## config.mk

```make
export PLATFORM = sky130hd
export DESIGN_NAME = bpi_barrier_ctrl
export DESIGN_NICKNAME = d
export VERILOG_FILES = /design/src/bpi_pkg.sv /design/src/bpi_barrier_ctrl.sv /design/src/bpi_addr_slot.sv
export SDC_FILE = /design/constraint.sdc
export NUM_CORES = 1
export LEC_CHECK = 0
export ABC_AREA = 1
export BUFFER_PORTS_ARGS = -buffer_cell sky130_fd_sc_hd__buf_2
export CORE_MARGIN = 10
export CORE_UTILIZATION = 37
export DETAILED_ROUTE_END_ITERATION = 6
export PLACE_DENSITY = 0.76
export SETUP_SLACK_MARGIN = 0.5
export SLEW_MARGIN = 0
export SYNTH_ARGS = -nofsm -noshare
export SYNTH_HDL_FRONTEND = slang
export SYNTH_SLANG_ARGS = --single-unit
export TNS_END_PERCENT = 50
```

## constraint.sdc

```tcl
create_clock -name mclk_i -period 3.03 [get_ports mclk_i]
set_input_delay 0.303 -clock mclk_i [delete_from_list [all_inputs] [get_ports mclk_i]]
set_output_delay 0.303 -clock mclk_i [all_outputs]
set_load 0.005 [all_outputs]
```

## src/bpi_pkg.sv

```systemverilog
package bpi_pkg;

    // ************************************************************
    // Barrier bookkeeping
    // ************************************************************
    localparam int          BPI_MAX_OUT   = 256;
    localparam int          BPI_CNT_W     = 9;
    localparam logic [8:0]  BPI_CNT_RST   = 9'h000;
    localparam logic [8:0]  BPI_CNT_LIMIT = 9'h100;

    // ************************************************************
    // Address channel field layout and reset values
    // ************************************************************
    localparam int          BPI_BAR_W     = 2;
    localparam int          BPI_DOM_W     = 2;
    localparam int          BPI_PROT_W    = 3;
    localparam logic [1:0]  BPI_BAR_NONE  = 2'h0;
    localparam logic [1:0]  BPI_DOM_RST   = 2'h0;
    localparam logic [2:0]  BPI_PROT_RST  = 3'h0;

    // ************************************************************
    // Address slot occupant
    // ************************************************************
    typedef enum logic [1:0] {
        BPI_SLOT_IDLE = 2'b00,
        BPI_SLOT_BAR  = 2'b01,
        BPI_SLOT_USR  = 2'b10,
        BPI_SLOT_PRI  = 2'b11
    } bpi_slot_e;

endpackage

```

## src/bpi_barrier_ctrl.sv

```systemverilog
`timescale 1ns/1ps
`default_nettype none

// Operation
// - Barrier halves share ID, type, domain, protection
// - Narrower channel ID zero-extended to wider
// - Pairs issued in same order both channels
// - Several barriers may be outstanding; lite unlimited
// - Full master: at most 256 outstanding
// - Outstanding from pair acceptance to both responses
// - Barrier IDs kept apart from normal IDs; here user IDs held only while a barrier is open, snoop IDs unchecked
// - Earlier-issued per channel counts as pre-barrier
// - Ordered transactions wait for both responses
// - Unordered traffic may pass an open barrier
// - Write half issued without waiting on reads
// - Read half issued without waiting on writes
// - Write half never needs later reads
// - Lite: read half never needs later writes
// - Full: read half never needs ordered writes
// - Snoop writebacks never blocked by barriers
// - Ordered shareable cache stores wait for responses
// - Ordered shareable cache loads wait for responses
// - Snoop writes proceed with read channel stalled
module bpi_barrier_ctrl
    import bpi_pkg::*;
#(
    parameter int         ARID_W = 4,
    parameter int         AWID_W = 6,
    parameter int         ADDR_W = 32,
    parameter bit         LITE   = 1'b0,
    // Arbitrary reserved barrier ID
    parameter logic [3:0] BAR_ID = 4'hf
) (
    input  wire logic                  mclk_i,
    input  wire logic                  srst_i,
    input  wire logic                  bar_req_valid_i,
    output logic                       bar_req_ready_o,
    input  wire logic [BPI_BAR_W-1:0]  bar_req_kind_i,
    input  wire logic [BPI_DOM_W-1:0]  bar_req_dom_i,
    input  wire logic [BPI_PROT_W-1:0] bar_req_prot_i,
    input  wire logic                  rd_req_valid_i,
    output logic                       rd_req_ready_o,
    input  wire logic                  rd_req_ordered_i,
    input  wire logic [ARID_W-1:0]     rd_req_id_i,
    input  wire logic [ADDR_W-1:0]     rd_req_addr_i,
    input  wire logic [BPI_DOM_W-1:0]  rd_req_dom_i,
    input  wire logic [BPI_PROT_W-1:0] rd_req_prot_i,
    input  wire logic                  wr_req_valid_i,
    output logic                       wr_req_ready_o,
    input  wire logic                  wr_req_ordered_i,
    input  wire logic [AWID_W-1:0]     wr_req_id_i,
    input  wire logic [ADDR_W-1:0]     wr_req_addr_i,
    input  wire logic [BPI_DOM_W-1:0]  wr_req_dom_i,
    input  wire logic [BPI_PROT_W-1:0] wr_req_prot_i,
    input  wire logic                  snp_wr_valid_i,
    output logic                       snp_wr_ready_o,
    input  wire logic [AWID_W-1:0]     snp_wr_id_i,
    input  wire logic [ADDR_W-1:0]     snp_wr_addr_i,
    input  wire logic                  cache_ld_req_i,
    output logic                       cache_ld_go_o,
    input  wire logic                  cache_st_req_i,
    output logic                       cache_st_go_o,
    output logic                       ar_valid_o,
    input  wire logic                  ar_ready_i,
    output logic [ARID_W-1:0]          ar_id_o,
    output logic [ADDR_W-1:0]          ar_addr_o,
    output logic [BPI_BAR_W-1:0]       ar_bar_o,
    output logic [BPI_DOM_W-1:0]       ar_domain_o,
    output logic [BPI_PROT_W-1:0]      ar_prot_o,
    output logic                       aw_valid_o,
    input  wire logic                  aw_ready_i,
    output logic [AWID_W-1:0]          aw_id_o,
    output logic [ADDR_W-1:0]          aw_addr_o,
    output logic [BPI_BAR_W-1:0]       aw_bar_o,
    output logic [BPI_DOM_W-1:0]       aw_domain_o,
    output logic [BPI_PROT_W-1:0]      aw_prot_o,
    input  wire logic                  r_valid_i,
    output logic                       r_ready_o,
    input  wire logic [ARID_W-1:0]     r_id_i,
    input  wire logic                  r_last_i,
    output logic                       usr_r_valid_o,
    input  wire logic                  usr_r_ready_i,
    input  wire logic                  b_valid_i,
    output logic                       b_ready_o,
    input  wire logic [AWID_W-1:0]     b_id_i,
    output logic                       usr_b_valid_o,
    input  wire logic                  usr_b_ready_i,
    output logic [BPI_CNT_W-1:0]       bar_outstanding_o
);

    // ************************************************************
    // Barrier identity and pair state
    // ************************************************************
    localparam logic [ARID_W-1:0] AR_BAR_ID = ARID_W'(BAR_ID);
    localparam logic [AWID_W-1:0] AW_BAR_ID = AWID_W'(BAR_ID);

    logic                   ar_half_r, ar_half_nxt;
    logic                   aw_half_r, aw_half_nxt;
    logic [BPI_BAR_W-1:0]   kind_r,    kind_nxt;
    logic [BPI_DOM_W-1:0]   dom_r,     dom_nxt;
    logic [BPI_PROT_W-1:0]  prot_r,    prot_nxt;
    logic [BPI_CNT_W-1:0]   cnt_r,     cnt_nxt;
    logic [BPI_CNT_W-1:0]   rsp_r_r,   rsp_r_nxt;
    logic [BPI_CNT_W-1:0]   rsp_b_r,   rsp_b_nxt;
    logic                   ar_load,   aw_load;
    logic                   ar_is_bar, aw_is_bar;
    logic                   accept,    done;
    logic                   r_hit,     b_hit;
    logic                   fence_clr, room;
    logic                   rd_gate,   wr_gate;
    logic                   rd_usr_rdy, wr_usr_rdy;

    // ************************************************************
    // Acceptance of a new pair
    // ************************************************************
    // One pair in flight on the address side keeps channel order
    assign room            = LITE || (cnt_r < BPI_CNT_LIMIT);
    assign bar_req_ready_o = !ar_half_r && !aw_half_r && room;
    assign accept          = bar_req_valid_i && bar_req_ready_o;

    // ************************************************************
    // Barrier responses: absorbed here, never shown to the user
    // ************************************************************
    assign r_hit         = r_valid_i && (r_id_i == AR_BAR_ID) && r_last_i;
    assign b_hit         = b_valid_i && (b_id_i == AW_BAR_ID);
    assign r_ready_o     = r_hit || usr_r_ready_i;
    assign b_ready_o     = b_hit || usr_b_ready_i;
    assign usr_r_valid_o = r_valid_i && !r_hit;
    assign usr_b_valid_o = b_valid_i && !b_hit;
    // Responses arrive in either order; a pair closes with one of each
    assign done = ((rsp_r_r != '0) || r_hit) && ((rsp_b_r != '0) || b_hit);

    always_comb begin
        ar_half_nxt = ar_half_r;
        aw_half_nxt = aw_half_r;
        kind_nxt    = kind_r;
        dom_nxt     = dom_r;
        prot_nxt    = prot_r;
        if (accept) begin
            ar_half_nxt = 1'b1;
            aw_half_nxt = 1'b1;
            kind_nxt    = bar_req_kind_i;
            dom_nxt     = bar_req_dom_i;
            prot_nxt    = bar_req_prot_i;
        end
        // Each half leaves on its own slot, independent of the other
        if (ar_load) begin
            ar_half_nxt = 1'b0;
        end
        if (aw_load) begin
            aw_half_nxt = 1'b0;
        end
        cnt_nxt   = cnt_r + BPI_CNT_W'(accept) - BPI_CNT_W'(done);
        rsp_r_nxt = rsp_r_r + BPI_CNT_W'(r_hit) - BPI_CNT_W'(done);
        rsp_b_nxt = rsp_b_r + BPI_CNT_W'(b_hit) - BPI_CNT_W'(done);
    end

    always_ff @(posedge mclk_i) begin
        if (srst_i) begin
            ar_half_r <= 1'b0;
            aw_half_r <= 1'b0;
            kind_r    <= BPI_BAR_NONE;
            dom_r     <= BPI_DOM_RST;
            prot_r    <= BPI_PROT_RST;
            cnt_r     <= BPI_CNT_RST;
            rsp_r_r   <= BPI_CNT_RST;
            rsp_b_r   <= BPI_CNT_RST;
        end else begin
            ar_half_r <= ar_half_nxt;
            aw_half_r <= aw_half_nxt;
            kind_r    <= kind_nxt;
            dom_r     <= dom_nxt;
            prot_r    <= prot_nxt;
            cnt_r     <= cnt_nxt;
            rsp_r_r   <= rsp_r_nxt;
            rsp_b_r   <= rsp_b_nxt;
        end
    end

    assign bar_outstanding_o = cnt_r;

    // ************************************************************
    // Fence on ordered traffic and local cache accesses
    // ************************************************************
    assign fence_clr = (cnt_r == BPI_CNT_RST);
    // Unordered traffic may pass; reuse of the barrier ID waits
    assign rd_gate = fence_clr || (!rd_req_ordered_i && (rd_req_id_i != AR_BAR_ID));
    assign wr_gate = fence_clr || (!wr_req_ordered_i && (wr_req_id_i != AW_BAR_ID));
    assign rd_req_ready_o = rd_usr_rdy && rd_gate;
    assign wr_req_ready_o = wr_usr_rdy && wr_gate;
    assign cache_ld_go_o  = cache_ld_req_i && fence_clr;
    assign cache_st_go_o  = cache_st_req_i && fence_clr;

    // ************************************************************
    // Address channels
    // ************************************************************
    // Read slot never waits on writes, write slot never on reads
    // Anything already in a slot is ahead of the barrier there
    bpi_addr_slot #(.ID_W(ARID_W), .ADDR_W(ADDR_W)) u_ar_slot (
        .mclk_i      (mclk_i),
        .srst_i      (srst_i),
        .pri_valid_i (1'b0),
        .pri_ready_o (),
        .pri_id_i    ('0),
        .pri_addr_i  ('0),
        .bar_want_i  (ar_half_r),
        .bar_id_i    (AR_BAR_ID),
        .bar_kind_i  (kind_r),
        .bar_dom_i   (dom_r),
        .bar_prot_i  (prot_r),
        .bar_load_o  (ar_load),
        .usr_valid_i (rd_req_valid_i && rd_gate),
        .usr_ready_o (rd_usr_rdy),
        .usr_id_i    (rd_req_id_i),
        .usr_addr_i  (rd_req_addr_i),
        .usr_dom_i   (rd_req_dom_i),
        .usr_prot_i  (rd_req_prot_i),
        .ax_valid_o  (ar_valid_o),
        .ax_ready_i  (ar_ready_i),
        .ax_id_o     (ar_id_o),
        .ax_addr_o   (ar_addr_o),
        .ax_bar_o    (ar_bar_o),
        .ax_dom_o    (ar_domain_o),
        .ax_prot_o   (ar_prot_o),
        .ax_is_bar_o (ar_is_bar)
    );

    // Snoop writes take the write slot ahead of barriers
    bpi_addr_slot #(.ID_W(AWID_W), .ADDR_W(ADDR_W)) u_aw_slot (
        .mclk_i      (mclk_i),
        .srst_i      (srst_i),
        .pri_valid_i (snp_wr_valid_i),
        .pri_ready_o (snp_wr_ready_o),
        .pri_id_i    (snp_wr_id_i),
        .pri_addr_i  (snp_wr_addr_i),
        .bar_want_i  (aw_half_r),
        .bar_id_i    (AW_BAR_ID),
        .bar_kind_i  (kind_r),
        .bar_dom_i   (dom_r),
        .bar_prot_i  (prot_r),
        .bar_load_o  (aw_load),
        .usr_valid_i (wr_req_valid_i && wr_gate),
        .usr_ready_o (wr_usr_rdy),
        .usr_id_i    (wr_req_id_i),
        .usr_addr_i  (wr_req_addr_i),
        .usr_dom_i   (wr_req_dom_i),
        .usr_prot_i  (wr_req_prot_i),
        .ax_valid_o  (aw_valid_o),
        .ax_ready_i  (aw_ready_i),
        .ax_id_o     (aw_id_o),
        .ax_addr_o   (aw_addr_o),
        .ax_bar_o    (aw_bar_o),
        .ax_dom_o    (aw_domain_o),
        .ax_prot_o   (aw_prot_o),
        .ax_is_bar_o (aw_is_bar)
    );

    // ************************************************************
    // Checks
    // ************************************************************
    chk_pair_attrs_match: assert property (@(posedge mclk_i) disable iff (srst_i)
        (ar_is_bar && aw_is_bar) |-> (ar_bar_o == aw_bar_o) && (ar_domain_o == aw_domain_o)
                                     && (ar_prot_o == aw_prot_o))
        else $error("barrier halves differ in attributes");

    chk_bar_id_ext: assert property (@(posedge mclk_i) disable iff (srst_i)
        (ar_valid_o && ar_is_bar) |-> (ar_id_o == AR_BAR_ID) && (AWID_W'(ar_id_o) == AW_BAR_ID))
        else $error("barrier id not zero extended");

    chk_pair_order: assert property (@(posedge mclk_i) disable iff (srst_i)
        accept |=> ar_half_r && aw_half_r && !bar_req_ready_o)
        else $error("new pair accepted before previous halves left");

    chk_cnt_limit: assert property (@(posedge mclk_i) disable iff (srst_i)
        !LITE |-> (cnt_r <= BPI_CNT_LIMIT) && ((cnt_r != BPI_CNT_LIMIT) || !bar_req_ready_o))
        else $error("outstanding barrier limit exceeded");

    chk_cnt_track: assert property (@(posedge mclk_i) disable iff (srst_i)
        (accept && !done) |=> (cnt_r == $past(cnt_r) + 9'h001))
        else $error("outstanding count did not rise on new pair");

    chk_ordered_fence: assert property (@(posedge mclk_i) disable iff (srst_i)
        (rd_req_valid_i && rd_req_ordered_i && rd_req_ready_o) || (wr_req_valid_i && wr_req_ordered_i
        && wr_req_ready_o) |-> fence_clr)
        else $error("ordered request let through an open barrier");

    chk_cache_fence: assert property (@(posedge mclk_i) disable iff (srst_i)
        (cache_st_go_o || cache_ld_go_o) |-> (cnt_r == BPI_CNT_RST))
        else $error("cache access let through an open barrier");

    chk_wr_half_prompt: assert property (@(posedge mclk_i) disable iff (srst_i)
        (aw_half_r && !aw_valid_o && !snp_wr_valid_i) |=> !aw_half_r && aw_valid_o && aw_is_bar)
        else $error("write half held back with slot free");

    chk_rd_half_prompt: assert property (@(posedge mclk_i) disable iff (srst_i)
        (ar_half_r && !ar_valid_o) |=> !ar_half_r && ar_valid_o && ar_is_bar)
        else $error("read half held back with slot free");

    chk_snoop_flow: assert property (@(posedge mclk_i) disable iff (srst_i)
        (snp_wr_valid_i && !aw_valid_o) |-> snp_wr_ready_o ##1 (aw_valid_o && !aw_is_bar))
        else $error("snoop write blocked");

    chk_bar_id_reuse: assert property (@(posedge mclk_i) disable iff (srst_i)
        (rd_req_valid_i && rd_req_ready_o && (rd_req_id_i == AR_BAR_ID)) |-> fence_clr)
        else $error("barrier id reused while barrier open");

endmodule

`default_nettype wire

```

## src/bpi_addr_slot.sv

```systemverilog
`timescale 1ns/1ps
`default_nettype none

module bpi_addr_slot
    import bpi_pkg::*;
#(
    parameter int ID_W   = 4,
    parameter int ADDR_W = 32
) (
    input  wire logic                  mclk_i,
    input  wire logic                  srst_i,
    input  wire logic                  pri_valid_i,
    output logic                       pri_ready_o,
    input  wire logic [ID_W-1:0]       pri_id_i,
    input  wire logic [ADDR_W-1:0]     pri_addr_i,
    input  wire logic                  bar_want_i,
    input  wire logic [ID_W-1:0]       bar_id_i,
    input  wire logic [BPI_BAR_W-1:0]  bar_kind_i,
    input  wire logic [BPI_DOM_W-1:0]  bar_dom_i,
    input  wire logic [BPI_PROT_W-1:0] bar_prot_i,
    output logic                       bar_load_o,
    input  wire logic                  usr_valid_i,
    output logic                       usr_ready_o,
    input  wire logic [ID_W-1:0]       usr_id_i,
    input  wire logic [ADDR_W-1:0]     usr_addr_i,
    input  wire logic [BPI_DOM_W-1:0]  usr_dom_i,
    input  wire logic [BPI_PROT_W-1:0] usr_prot_i,
    output logic                       ax_valid_o,
    input  wire logic                  ax_ready_i,
    output logic [ID_W-1:0]            ax_id_o,
    output logic [ADDR_W-1:0]          ax_addr_o,
    output logic [BPI_BAR_W-1:0]       ax_bar_o,
    output logic [BPI_DOM_W-1:0]       ax_dom_o,
    output logic [BPI_PROT_W-1:0]      ax_prot_o,
    output logic                       ax_is_bar_o
);

    // ************************************************************
    // Slot: holds one request stable until the handshake
    // ************************************************************
    bpi_slot_e              occ_r,  occ_nxt;
    logic [ID_W-1:0]        id_r,   id_nxt;
    logic [ADDR_W-1:0]      addr_r, addr_nxt;
    logic [BPI_BAR_W-1:0]   bar_r,  bar_nxt;
    logic [BPI_DOM_W-1:0]   dom_r,  dom_nxt;
    logic [BPI_PROT_W-1:0]  prot_r, prot_nxt;
    logic                   empty;

    assign empty       = (occ_r == BPI_SLOT_IDLE);
    // Snoop completion traffic first so a barrier never starves it
    assign pri_ready_o = empty && pri_valid_i;
    assign bar_load_o  = empty && !pri_valid_i && bar_want_i;
    assign usr_ready_o = empty && !pri_valid_i && !bar_want_i;

    always_comb begin
        occ_nxt  = occ_r;
        id_nxt   = id_r;
        addr_nxt = addr_r;
        bar_nxt  = bar_r;
        dom_nxt  = dom_r;
        prot_nxt = prot_r;
        if (!empty && ax_ready_i) begin
            occ_nxt = BPI_SLOT_IDLE;
        end
        if (pri_ready_o) begin
            occ_nxt  = BPI_SLOT_PRI;
            id_nxt   = pri_id_i;
            addr_nxt = pri_addr_i;
            bar_nxt  = BPI_BAR_NONE;
            dom_nxt  = BPI_DOM_RST;
            prot_nxt = BPI_PROT_RST;
        end else if (bar_load_o) begin
            occ_nxt  = BPI_SLOT_BAR;
            id_nxt   = bar_id_i;
            addr_nxt = '0;
            bar_nxt  = bar_kind_i;
            dom_nxt  = bar_dom_i;
            prot_nxt = bar_prot_i;
        end else if (usr_ready_o && usr_valid_i) begin
            occ_nxt  = BPI_SLOT_USR;
            id_nxt   = usr_id_i;
            addr_nxt = usr_addr_i;
            bar_nxt  = BPI_BAR_NONE;
            dom_nxt  = usr_dom_i;
            prot_nxt = usr_prot_i;
        end
    end

    always_ff @(posedge mclk_i) begin
        if (srst_i) begin
            occ_r  <= BPI_SLOT_IDLE;
            id_r   <= '0;
            addr_r <= '0;
            bar_r  <= BPI_BAR_NONE;
            dom_r  <= BPI_DOM_RST;
            prot_r <= BPI_PROT_RST;
        end else begin
            occ_r  <= occ_nxt;
            id_r   <= id_nxt;
            addr_r <= addr_nxt;
            bar_r  <= bar_nxt;
            dom_r  <= dom_nxt;
            prot_r <= prot_nxt;
        end
    end

    assign ax_valid_o  = !empty;
    assign ax_id_o     = id_r;
    assign ax_addr_o   = addr_r;
    assign ax_bar_o    = bar_r;
    assign ax_dom_o    = dom_r;
    assign ax_prot_o   = prot_r;
    assign ax_is_bar_o = (occ_r == BPI_SLOT_BAR);

endmodule

`default_nettype wire

```

# ---- Word level (Yosys, flattened, before mapping)
# Cells that the tools add are included.
dict set report word_totals {
  regBits 128
  word_cells 115
}
dict set report op_classes {
  mux 27
  magnitude_cmp 1
  n_addsub 6
  eq_ne 4
  n_reduce_logical 56
}
# op n
set op_table {}
lappend op_table {{$mux 32} 3}
lappend op_table {{$mux 2} 14}
lappend op_table {{$add 9x1->9} 3}
lappend op_table {{$logic_and 1x1->1} 27}
lappend op_table {{$sub 9x1->9} 3}
lappend op_table {{$mux 6} 3}
lappend op_table {{$reduce_bool 9->1} 2}
lappend op_table {{$mux 3} 4}
lappend op_table {{$logic_not 1->1} 9}
lappend op_table {{$logic_not 9->1} 1}
lappend op_table {{$lt 9x9->1 const B} 1}
lappend op_table {{$mux 4} 2}
lappend op_table {{$eq 6x4->1 const B} 1}
lappend op_table {{$logic_or 1x1->1} 6}
lappend op_table {{$ne 6x4->1 const B} 1}
lappend op_table {{$reduce_bool 2->1} 3}
lappend op_table {{$reduce_bool 3->1} 2}
lappend op_table {{$reduce_or 2->1} 3}
lappend op_table {{$eq 4x4->1 const B} 1}
lappend op_table {{$logic_not 2->1} 2}
lappend op_table {{$ne 4x4->1 const B} 1}
lappend op_table {{$reduce_bool 4->1} 1}
lappend op_table {{$mux 1} 1}

# ---- Depth between registers and ports, before layout
# Gate-level depths: netlist (run 1).
dict set report depth {
  ltp_word 8
  ltp_mapped 17
  ltp_nobuf 17
}

# ---- Hierarchy
# From an unflattened synthesis (run 1), not the netlist that was laid out.
dict set report unflattened {
  cells_unflattened 1169
  hier_area_um2 7395.8
}
# mod cells_each instances seq_area_each_um2 area_per_inst_um2
set modules_own_cells {}
lappend modules_own_cells {bpi_barrier_ctrl 400 1 720.7 2600.0}
lappend modules_own_cells {{bpi_addr_slot (u_aw_slot)} 400 1 940.9 2471.1}
lappend modules_own_cells {{bpi_addr_slot (u_ar_slot)} 369 1 900.9 2324.7}

# ---- Worst setup path before layout (run 1)
# OpenSTA, ideal clock, no wires.
dict set report synth_timing {
  path_kind {register -> register}
  start {reg rsp_r_r[7]}
  end {reg cnt_r[8], in the netlist bar_outstanding_o[8]}
  n_path_buf 0
  t_required_ps 2915
  setup_ps 115
  t_arrival_ps 2375
  path_stages_with_launch 15
  setup_slack_ps 540
  cell_sequence {dfxtp_1 inv_1 ha_1 nand2_1 nor3b_1 nand3_1 a21oi_1 or2_2 ha_1 inv_1 fa_1 o31ai_1 nand4_1 a21oi_1 nor2_1}
}
dict set report synth_between {
  elab_chain_len 4
}
# item line_no
set synth_rtl {}
lappend synth_rtl {{from (decl)} bpi_barrier_ctrl.sv:103} ;# logic [BPI_CNT_W-1:0] rsp_r_r, rsp_r_nxt;
lappend synth_rtl {{from (signal assigned)} bpi_barrier_ctrl.sv:175} ;# rsp_r_r <= rsp_r_nxt;
lappend synth_rtl {{$reduce_bool 9->1} bpi_barrier_ctrl.sv:131} ;# assign done = ((rsp_r_r != '0) || r_hit) && ((rsp_b_r != '0) || b_hit);
lappend synth_rtl {{$logic_or 1x1->1} bpi_barrier_ctrl.sv:131}
lappend synth_rtl {{$logic_and 1x1->1} bpi_barrier_ctrl.sv:131}
lappend synth_rtl {{$sub 9x1->9} bpi_barrier_ctrl.sv:153} ;# cnt_nxt = cnt_r + BPI_CNT_W'(accept) - BPI_CNT_W'(done);
lappend synth_rtl {{to (signal assigned)} bpi_barrier_ctrl.sv:174} ;# cnt_r <= cnt_nxt;
lappend synth_rtl {{to (decl)} bpi_barrier_ctrl.sv:102} ;# logic [BPI_CNT_W-1:0] cnt_r, cnt_nxt;
# No other way between the ends.
# A chain may end at the register's enable or synchronous reset.

# ---- Worst setup path after layout (run 1)
dict set report layout_timing {
  start {reg rsp_b_r[7]}
  end {reg rsp_r_r[8]}
}
dict set report layout_between {
  elab_chain_len 4
}
# item line_no
set layout_rtl {}
lappend layout_rtl {{from (decl)} bpi_barrier_ctrl.sv:104} ;# logic [BPI_CNT_W-1:0] rsp_b_r, rsp_b_nxt;
lappend layout_rtl {{from (signal assigned)} bpi_barrier_ctrl.sv:176} ;# rsp_b_r <= rsp_b_nxt;
lappend layout_rtl {{$reduce_bool 9->1} bpi_barrier_ctrl.sv:131}
lappend layout_rtl {{$logic_or 1x1->1} bpi_barrier_ctrl.sv:131}
lappend layout_rtl {{$logic_and 1x1->1} bpi_barrier_ctrl.sv:131}
lappend layout_rtl {{$sub 9x1->9} bpi_barrier_ctrl.sv:154} ;# rsp_r_nxt = rsp_r_r + BPI_CNT_W'(r_hit) - BPI_CNT_W'(done);
# No other way between the ends.

==> results of run 1 <==
-- power groups by stage --
stage | Sequential [mW] | Clock [mW] | Combinational, mW
2_1_floorplan | 2.32 | 0 | 2.22
3_3_place_gp | 2.32 | 0 | 3.04
6_report | 2.34 | 2.18 | 3.64
5_1_grt | 2.38 | 2.29 | 4.13
4_1_cts | 2.32 | 2.22 | 3.35
3_5_place_dp | 2.34 | 0 | 3.13
-- logic make-up after synthesis --
| logic type | Yosys count |
|---|---|
| simple gates | 416 |
| compound gates | 182 |
| flops | 128 |
| buf+inv | 124 |
| fa+ha+maj | 36 |
| xor+xnor | 3 |
-- state kept, by name, summed over array words and instances, names as in the netlist, 3 cells and up --
register             flops
u_aw_slot.ax_prot_o      3
rsp_r_r                  9
u_ar_slot.ax_id_o        4
u_aw_slot.ax_addr_o     32
prot_r                   3
u_aw_slot.ax_id_o        6
rsp_b_r                  9
bar_outstanding_o        9
u_ar_slot.ax_addr_o     32
u_ar_slot.ax_prot_o      3
-- layout make-up --
class	count	share of cell area, %
Timing Repair Buffer	294	17.8
Inverter	79	3.37
Clock inverter	13	2.15
Sequential cell	128	29.3
Tap cell	225	3.20
Multi-Input combinational cell	638	39.2
Clock buffer	18	5.00
-- per-stage QoR --
stage | power (mW) | setup slack (ns) | util (%)
2_1_floorplan | 4.53 | 0.540 | -
3_3_place_gp | 5.36 | 0.277 | 45.8
3_5_place_dp | 5.47 | 0.152 | 45.8
4_1_cts | 7.89 | 0.468 | 50.1
5_1_grt | 8.81 | 0.239 | 51.4
6_report | 8.16 | 0.407 | 51.4
-- Yosys cell counts, types with 2 or more instances --
library cell	count	area (um^2)
nand3_2	2	20.0
a31oi_1	3	18.8
and2_1	4	25.0
o21ai_0	31	155
o21a_1	6	45.0
buf_1	3	11.3
nand2_2	3	18.8
clkbuf_1	8	30.0
nor2_2	2	12.5
xor2_1	3	26.3
o21ai_1	2	10.0
fa_1	3	60.1
nand3_1	102	510
o22ai_1	4	25.0
ha_1	33	413
dfxtp_1	128	2560
nand2_1	230	863
buf_6	7	78.8
o31ai_1	2	15.0
a21oi_1	121	606
nor2_4	3	33.8
inv_1	77	289
a21boi_0	3	22.5
buf_2	23	115
nand4_1	8	50.1
buf_4	4	30.0
a21o_1	9	67.6
nor2_1	56	210
-- metal layers --
metal,share of wire [%],GRT usage (%),vias to the layer above
li1,-,-,3469
met1,41,20.4,3015
met2,47,31.1,235
met3,10,7.19,19
met4,0.99,5.00,0
met5,0,0,-
-- how the worst max path moves through the flow --
stage                          start                   end  slack, ns  cells past startpoint
after floorplan           rsp_r_r[7]  bar_outstanding_o[8]       0.54                     14
after global placement    rsp_r_r[7]  bar_outstanding_o[8]       0.28                     14
after detailed placement  rsp_r_r[6]            rsp_b_r[8]       0.15                     13
after CTS                 rsp_r_r[6]  bar_outstanding_o[8]       0.47                     14
after global routing      rsp_b_r[7]            rsp_r_r[8]       0.24                     18
final                     rsp_b_r[7]            rsp_r_r[8]       0.41                     18
-- repair_timing --
item                                    in CTS  in global routing
gates resized for setup                     20                 40
gates cloned                                 1                  0
setup buffers                                6                 13
pin swaps                                   10                 22
endpoints found under the setup margin      10                 52
-- worst max-delay path, stage by stage, from the launching register on --
cell     delay (ns)
dfxtp_2        0.33
inv_2          0.08
ha_4           0.13
nand2_2        0.05
nor3_2         0.09
nand4_1        0.23
buf_4          0.22
nand3_2        0.07
o21ai_2        0.06
ha_2           0.19
fa_2           0.37
nand2_2        0.08
inv_2          0.04
o21ai_2        0.13
nand2_2        0.09
nand4_1        0.13
nand3_1        0.09
nand2_1        0.08
nor2_1         0.05
-- cells in the final DEF, fill, tap and decap left out, drive strengths merged, types with 3 or more instances in the layout --
cell    synthesis  routed
buf            37     294
nand2         234     234
dfxtp         128     128
a21oi         121     121
nand3         104     104
inv            78      78
nor2           61      62
o21ai          33      33
ha             33      33
clkbuf          8      18
a21o            9       9
nand4           9       9
clkinv          1       8
o21a            6       6
o22ai           4       4
and2            4       4
bufinv          0       4
a21boi          3       3
a31oi           3       3
xor2            3       3
fa              3       3
==> impl_metrics.yaml, run 1 <==
placed_design:
  place_inst: 1344
  placed_cell_area_mm2: 0.00783
  hpwl_um: 16600
  gp_congestion: 0.853
  portBuffers: 264
yosys:
  synthArstFlopShare_pct: 0
  yosys.area_share.xor_xnor_pct: 0.411
  synth-compound-area-share_pct: 15.2
  synth-edff-count: 0
  synth.area.mux_share_pct: 0
  synth_top_family_by_area: "simple AND/OR/NAND/NOR gates"
  synth_area_mm2: 0.00640
  synth_adder_area_share_pct: 7.39
  ys_ff_latch: 128
  syn_inst: 889
  ys_warn_count: 0
  avgSynthCellArea_um2: 7.20
  syn_nets: 1081
  ys_seq_area_share_pct: 40.0
  synth_cell_types: 37
  yosys.area_share.simple_pct: 28.2
  synth_flop_cell: "dfxtp_1"
critical_path:
  reg2reg_to: "rsp_r_r[8]"
  startpoint_type: "flop"
  worstPathRequired_ns: 3.32
  r2r_cells: 18
  r2r_start: "rsp_b_r[7]"
  r2r_slack_ns: 0.41
  crit_path_max_fanout: 4
  end_kind: "flop"
  worstPathArrival_ns: 2.91
  worst-setup-path-type: "flop to flop"
final_layout:
  antennaDiodeCount: 0
  final_area_mm2: 0.00879
  register_area_mm2: 0.00257
  multi_input_area_mm2: 0.00345
  fin_nets: 1350
  fillCellCount: 1666
  area_growth_pct: 37.4
  layout.cells.non_filler: 1395
  layout-drive-gt1-share_pct: 33.1
power:
  swShare_pct: 38.8
  ir_drop_mv: 0.381
  p_comb_share_pct: 44.7
  intPower_mw: 4.99
  pwr-share-seq_pct: 28.6
  p_leak_nw: 4.44
  p_clk_share_pct: 26.7
  switching_power_mw: 3.16
  p_per_area_mw_per_mm2: 928
clock_network:
  cts_made_buffers: 17
  clock_sinks: 128
  cts_tree: "done"
  root_buffer: "clkbuf_16"
  clk_latency_ns: 0.40
  htree_num_levels: 4
  clkTransAtPathRegs_ns: 0.06
  clockBufferDepth: 2
  ctsHoldBuffers: 0
timing:
  finalSetupTns_ns: 0
  rsz0062_at_grt: "yes"
  worst_slew_pin_slew_ns: 0.758
  setup_viol: 0
  fin_crit_sh_pct: 86.6
  skew_ns: 0.00787
  finalHoldViolCount: 0
  final-max-slew-violation-count: 0
  fmaxAchievable_mhz: 381
  post-route-min-period_ns: 2.62
  hold_slack_ns: 0.160
  slew_headroom_pct: 49.4
detailed_routing:
  drc: 0
  drt_wl_total_um: 22000
  viasPerCell: 4.83
  ant_nets: 0
  wl_per_cell_um: 15.8
  vias: 6738
  dr.pass1.iters: 4
  drt_iter0_drc: 250
floorplanning:
  dieHeight_um: 152
  rows: 48
  fp.coreArea_mm2: 0.0171
  ios: 265
  start_util_pct: 37.4
  die_area_mm2: 0.0230
  fp.dieW_um: 152
worst_hold_path:
  hp-start: "rd_req_addr_i[29]"
  min_path_type: "primary input to flop"
  holdPathEnd: "u_ar_slot.ax_addr_o[29]"
  hold_path_depth: 3
grt:
  grt_pass1_vias: 6670
  grt_max_degree: 64
  gr-usage-all-layers_pct: 18.1
  grt_overflow: 0
  grt_pass1_wl_um: 33300
  grt_antenna_before_repair: 0
run:
  drv_cap: 0
status:
  status: "complete, no violations"
Note: power is estimated with default switching activity, not from simulation.
==> run 2, diff against run 1 <==
Settings changed: CELL_PAD_IN_SITES_DETAIL_PLACEMENT set to 0, CELL_PAD_IN_SITES_GLOBAL_PLACEMENT set to 1, CORE_UTILIZATION 37 to 33, PLACE_DENSITY 0.76 to 0.92.
==> run 2 against run 1 <==
  * Sequential share of layout area decreased by 0.081 points
  * Largest cell class unchanged
  * Non-clock buffer count decreased by 2
  * Die area increased by 10%
  * Utilization decreased by 4.7 points
  * Hold slack got worse by 0.0062 ns
  * Clock skew increased by 0.0021 ns
  * Design area increased by 0.23%
  * Fmax decreased by 2.4%
  * Clock power about the same
  * Routed wire length increased by 1.1%
  * Critical endpoint is now rsp_r_r[6]
==> impl_metrics.yaml, run 2 (synthesis gave the netlist of run 1 again) <==
status:
  status: "complete, no violations"
clock_network:
  clock_sinks: 128
  ctsHoldBuffers: 0
  clk_latency_ns: 0.42
  htree_num_levels: 4
  root_buffer: "clkbuf_16"
  clockBufferDepth: 2
  clkTransAtPathRegs_ns: 0.06
  cts_tree: "done"
  cts_made_buffers: 17
final_layout:
  fin_nets: 1348
  layout-drive-gt1-share_pct: 32.7
  layout_commonest_cell: "buf_2"
  area_growth_pct: 37.7
  mostFrequentLayoutCells: "264 x buf_2, 226 x nand2_1, 121 x dfxtp_1"
  fillCellCount: 1937
  antennaDiodeCount: 0
  final_util_pct: 46.6
critical_path:
  r2r_cells: 17
  r2r_start: "rsp_b_r[4]"
  reg2reg_to: "rsp_r_r[6]"
  crit_path_max_fanout: 4
  max_stage_delay_ns: 0.37
  cp_top_family: "simple AND/OR/NAND/NOR gates"
  startpoint_type: "flop"
  worstPathRequired_ns: 3.33
  worstPathArrival_ns: 2.99
  critical_path.most_common_cell: "nand2_2"
  worst-setup-path-type: "flop to flop"
  critPathSlowestCell: "fa_2"
  crit_chain: "inv_2, ha_4, nand2_2, nor3_2, nand4_1, buf_4, nand3_4, o21ai_2, ha_2, fa_2, nand2_2, inv_2, o21ai_2, nand2_2, a21o_1, nor2_1, nor2_1"
  end_kind: "flop"
  crit_buf_inv: 3
  r2r_slack_ns: 0.34
placed_design:
  hpwl_um: 16800
  portBuffers: 264
  gp_congestion: 0.868
power:
  power_mw: 8.14
  p_per_area_mw_per_mm2: 924
  p_leak_nw: 4.41
  ir_drop_mv: 0.424
detailed_routing:
  drt_wl_total_um: 22300
  viasPerCell: 4.69
  vias: 6701
  dr.pass1.iters: 5
  drt_iter0_drc: 282
  top_layer: "met5"
  routed-wl-met3_um: 2140
  ant_nets: 0
  m1WireLength_um: 9440
  routed-wl-met2_um: 10400
  wl_per_cell_um: 15.6
  drc: 0
grt:
  grt_antenna_before_repair: 1
  gr-usage-all-layers_pct: 16.7
  grt_pass1_vias: 6674
  grt_overflow: 0
  grt_pass1_wl_um: 34500
  grt_max_degree: 43
timing:
  slew_headroom_pct: 56.7
  rsz0062_at_grt: "yes"
  worst_slew_pin_slew_ns: 0.649
  setup_viol: 0
  finalSetupTns_ns: 0
  skew_ns: 0.0100
  final-max-slew-violation-count: 0
  fin_crit_sh_pct: 88.7
  fmaxAchievable_mhz: 372
  finalHoldViolCount: 0
  post-route-min-period_ns: 2.69
floorplanning:
  ios: 265
  start_util_pct: 33.9
  die_area_mm2: 0.0254
  fp.coreArea_mm2: 0.0189
  dieHeight_um: 159
  fp.dieW_um: 159
  rows: 50
worst_hold_path:
  holdPathEnd: "u_ar_slot.ax_addr_o[4]"
  min_path_type: "primary input to flop"
  hp-start: "rd_req_addr_i[4]"
  hold_path_depth: 3
run:
  drv_cap: 0
==> run 2: how the worst max path moves through the flow <==
stage	end	cells after the start	slack [ns]	start
final	rsp_r_r[6]	17	0.34	rsp_b_r[4]
after CTS	rsp_b_r[8]	14	0.45	rsp_b_r[7]
after floorplan	bar_outstanding_o[8]	14	0.54	rsp_r_r[7]
after global routing	rsp_r_r[6]	18	0.21	rsp_b_r[4]
after detailed placement	bar_outstanding_o[8]	14	0.17	rsp_r_r[6]
after global placement	bar_outstanding_o[8]	14	0.23	rsp_r_r[7]
==> run 2: per-layer routing <==
layer,vias up,global-route usage [%]
li1,3454,-
met1,2993,19.4
met2,233,26.7
met3,19,8.13
met4,2,4.34
met5,-,0
==> run 2: worst min-delay path: stages <==
cell	delay, ns
buf_2	0.09
nand3_1	0.07
a21oi_1	0.05
==> run 2: power breakdown <==
part	internal (mW)	switching, mW	total [mW]
clock network	1.40	0.790	2.19
registers	2.07	0.268	2.34
logic	1.49	2.12	3.61
total	4.96	3.18	8.14
==> run 2: cell type report <==
class	count	area (um^2)	area share (%)
clock buffers	18	439	4.99
flip-flops and latches	128	2570	29.2
multi-input cells	638	3460	39.2
inverters	79	297	3.37
well taps	260	325	3.69
clock inverters	13	186	2.12
repair buffers	292	1540	17.4
==> run 2: metrics by stage <==
stage	setup slack [ns]	instances	cell area, um^2	hold WS (ns)
2_1_floorplan	0.540	889	6400	0.443
3_3_place_gp	0.231	1381	7880	0.449
3_5_place_dp	0.168	1381	7880	0.452
4_1_cts	0.448	1416	8590	0.133
5_1_grt	0.210	1428	8810	0.141
6_report	0.344	1428	8810	0.153
==> run 2: repair_timing <==
item | in CTS | in global routing
endpoints found under the setup margin | 10 | 23
gates resized for setup | 13 | 46
endpoints found under the hold margin | 0 | 0
buffers inserted | 3 | 12
cloned | 1 | 0
pin swaps | 6 | 22
==> run 3, diff against run 2 <==
Clock period 3.03 ns to 2.7 ns, I/O delays scaled along.
==> run 3 against run 2 <==
  * Clock skew fell by 0.00068 ns
  * Fmax grew 0.88%
  * Hold slack got worse by 0.045 ns
  * Sequential share of layout area shrank 1.5 points
  * Routed wire length rose by 5.2%
  * Clock power is 20% higher
  * Design area up 5.4%
  * Non-clock buffer count increased by 33
  * Final cell count grew 2.3%
  * Die area unchanged
  * Via count rose by 3.8%
  * Global-route usage grew 0.63 points
  * Highest routed layer unchanged
==> impl_metrics.yaml, run 3 (synthesis gave the netlist of run 1 again) <==
critical_path:
  cp_top_family: "adder cells"
  crit_path_max_fanout: 5
  startpoint_type: "flop"
  cp.depth: 15
  reg2reg_to: "rsp_b_r[6]"
  end_kind: "flop"
  r2r_cells: 15
  cp-startpoint: "rsp_r_r[7]"
  r2r_start: "rsp_r_r[7]"
  crit_chain: "inv_2, ha_4, nand2_2, nor3b_2, nand3_2, o21ai_2, ha_2, inv_2, fa_2, o31ai_4, buf_6, a21o_1, nand2_1, nand2_2, nor2_2"
  critPathSlowestCell: "fa_2"
  worst-setup-path-type: "flop to flop"
  max_stage_delay_ns: 0.37
  worstPathArrival_ns: 2.97
  worstPathRequired_ns: 3.01
  r2r_slack_ns: 0.04
  crit_buf_inv: 3
timing:
  worst_slew_pin_slew_ns: 0.779
  rsz0062_at_grt: "yes"
  hold_slack_ns: 0.109
  skew_ns: 0.00934
  slew_headroom_pct: 48.1
  setup_viol: 0
  final-max-slew-violation-count: 0
  post-route-min-period_ns: 2.66
  fmaxAchievable_mhz: 376
  fin_crit_sh_pct: 98.6
  finalHoldViolCount: 0
  worst_slack_ns: 0.0370
placed_design:
  post-place-ws_ns: 0.105
  gp_congestion: 0.840
  portBuffers: 264
  placed_cell_area_mm2: 0.00797
  hpwl_um: 17100
clock_network:
  ctsHoldBuffers: 0
  cts_tree: "done"
  clock_sinks: 128
  clockBufferDepth: 2
  clkTransAtPathRegs_ns: 0.06
  htree_num_levels: 4
  root_buffer: "clkbuf_16"
  clk_latency_ns: 0.42
  cts_made_buffers: 17
grt:
  grt_pass1_wl_um: 35800
  grt_pass1_vias: 6784
  grtUsageMet1_pct: 19.6
  gr-usage-all-layers_pct: 17.3
  grtUsageMet2_pct: 28.0
  grt_overflow: 0
  grt_max_degree: 64
  busiest_layer: "met2"
  met3_usage_pct: 7.64
  grt_antenna_before_repair: 3
run:
  drv_cap: 0
floorplanning:
  start_util_pct: 33.9
  rows: 50
  fp.dieW_um: 159
  ios: 265
  die_area_mm2: 0.0254
  dieHeight_um: 159
  fp.coreArea_mm2: 0.0189
worst_hold_path:
  min_path_type: "primary input to flop"
  hp-start: "rd_req_addr_i[2]"
  holdPathEnd: "u_ar_slot.ax_addr_o[2]"
  hold_path_depth: 3
final_layout:
  antennaDiodeCount: 0
  layout-drive-gt1-share_pct: 37.2
  layout_commonest_cell: "buf_2"
  area_growth_pct: 45.1
  final_area_mm2: 0.00928
  mostFrequentLayoutCells: "264 x buf_2, 219 x nand2_1, 120 x dfxtp_1"
  register_area_mm2: 0.00257
  multi_input_area_mm2: 0.00357
  fillCellCount: 1890
  fin_nets: 1380
power:
  p_leak_nw: 4.63
  power_mw: 10.1
  ir_drop_mv: 0.435
  p_per_area_mw_per_mm2: 1090
detailed_routing:
  viasPerCell: 4.76
  ant_nets: 0
  drc: 0
  drt_iter0_drc: 336
  dr.pass1.iters: 4
  vias: 6955
  drt_wl_total_um: 23400
  wl_per_cell_um: 16.0
status:
  status: "complete, no violations"
-- run 3: worst max-delay path by stage --
stage	to	slack [ns]
after global placement	bar_outstanding_o[8]	0.14
final	rsp_b_r[6]	0.04
after floorplan	bar_outstanding_o[8]	0.36
after detailed placement	bar_outstanding_o[8]	0.11
after global routing	bar_outstanding_o[8]	-0.11
after CTS	bar_outstanding_o[8]	0.16
-- run 3: per-layer routing --
metal	up-vias	part of all wire, %
met4	6	2.5
met3	47	9.1
li1	3520	-
met1	3120	41
met2	262	47
met5	-	0.17
-- run 3: tightest hold or removal path, delay by kind of cell --
| family | cells | cell delay, ns |
|---|---|---|
| simple gates | 1 | 0.06 |
| buf+inv | 1 | 0.09 |
| compound gates | 1 | 0.05 |
-- run 3: final cells by class --
type | count | share of cell area (%)
multi-input combinational | 637 | 38.5
timing repair buffer | 325 | 19.8
clock inverter | 9 | 1.90
clock buffer | 23 | 5.36
tap | 260 | 3.50
sequential | 128 | 27.7
inverter | 79 | 3.19
-- run 3: timing repair --
item / in CTS / in global routing
pin swaps: 10 / 32
setup buffers: 21 / 23
resized for setup: 33 / 60
endpoints found under the setup margin: 19 / 39
-- run 3: per-stage QoR --
stage | TNS, ns | utilization (%) | cells
final | 0 | 49.1 | 1461
after global routing | -0.358 | 49.1 | 1461
after CTS | 0 | 47.0 | 1438
after detailed placement | 0 | 42.2 | 1385
after global placement | 0 | 42.2 | 1385
after floorplan | 0 | - | 889
-- run 3: power breakdown --
group,leakage [nW],total [mW],internal (mW),switching (mW)
registers,1.05,2.62,2.33,0.294
logic,3.25,4.83,2.12,2.71
clock network,0.329,2.63,1.76,0.865
total,4.63,10.1,6.21,3.87
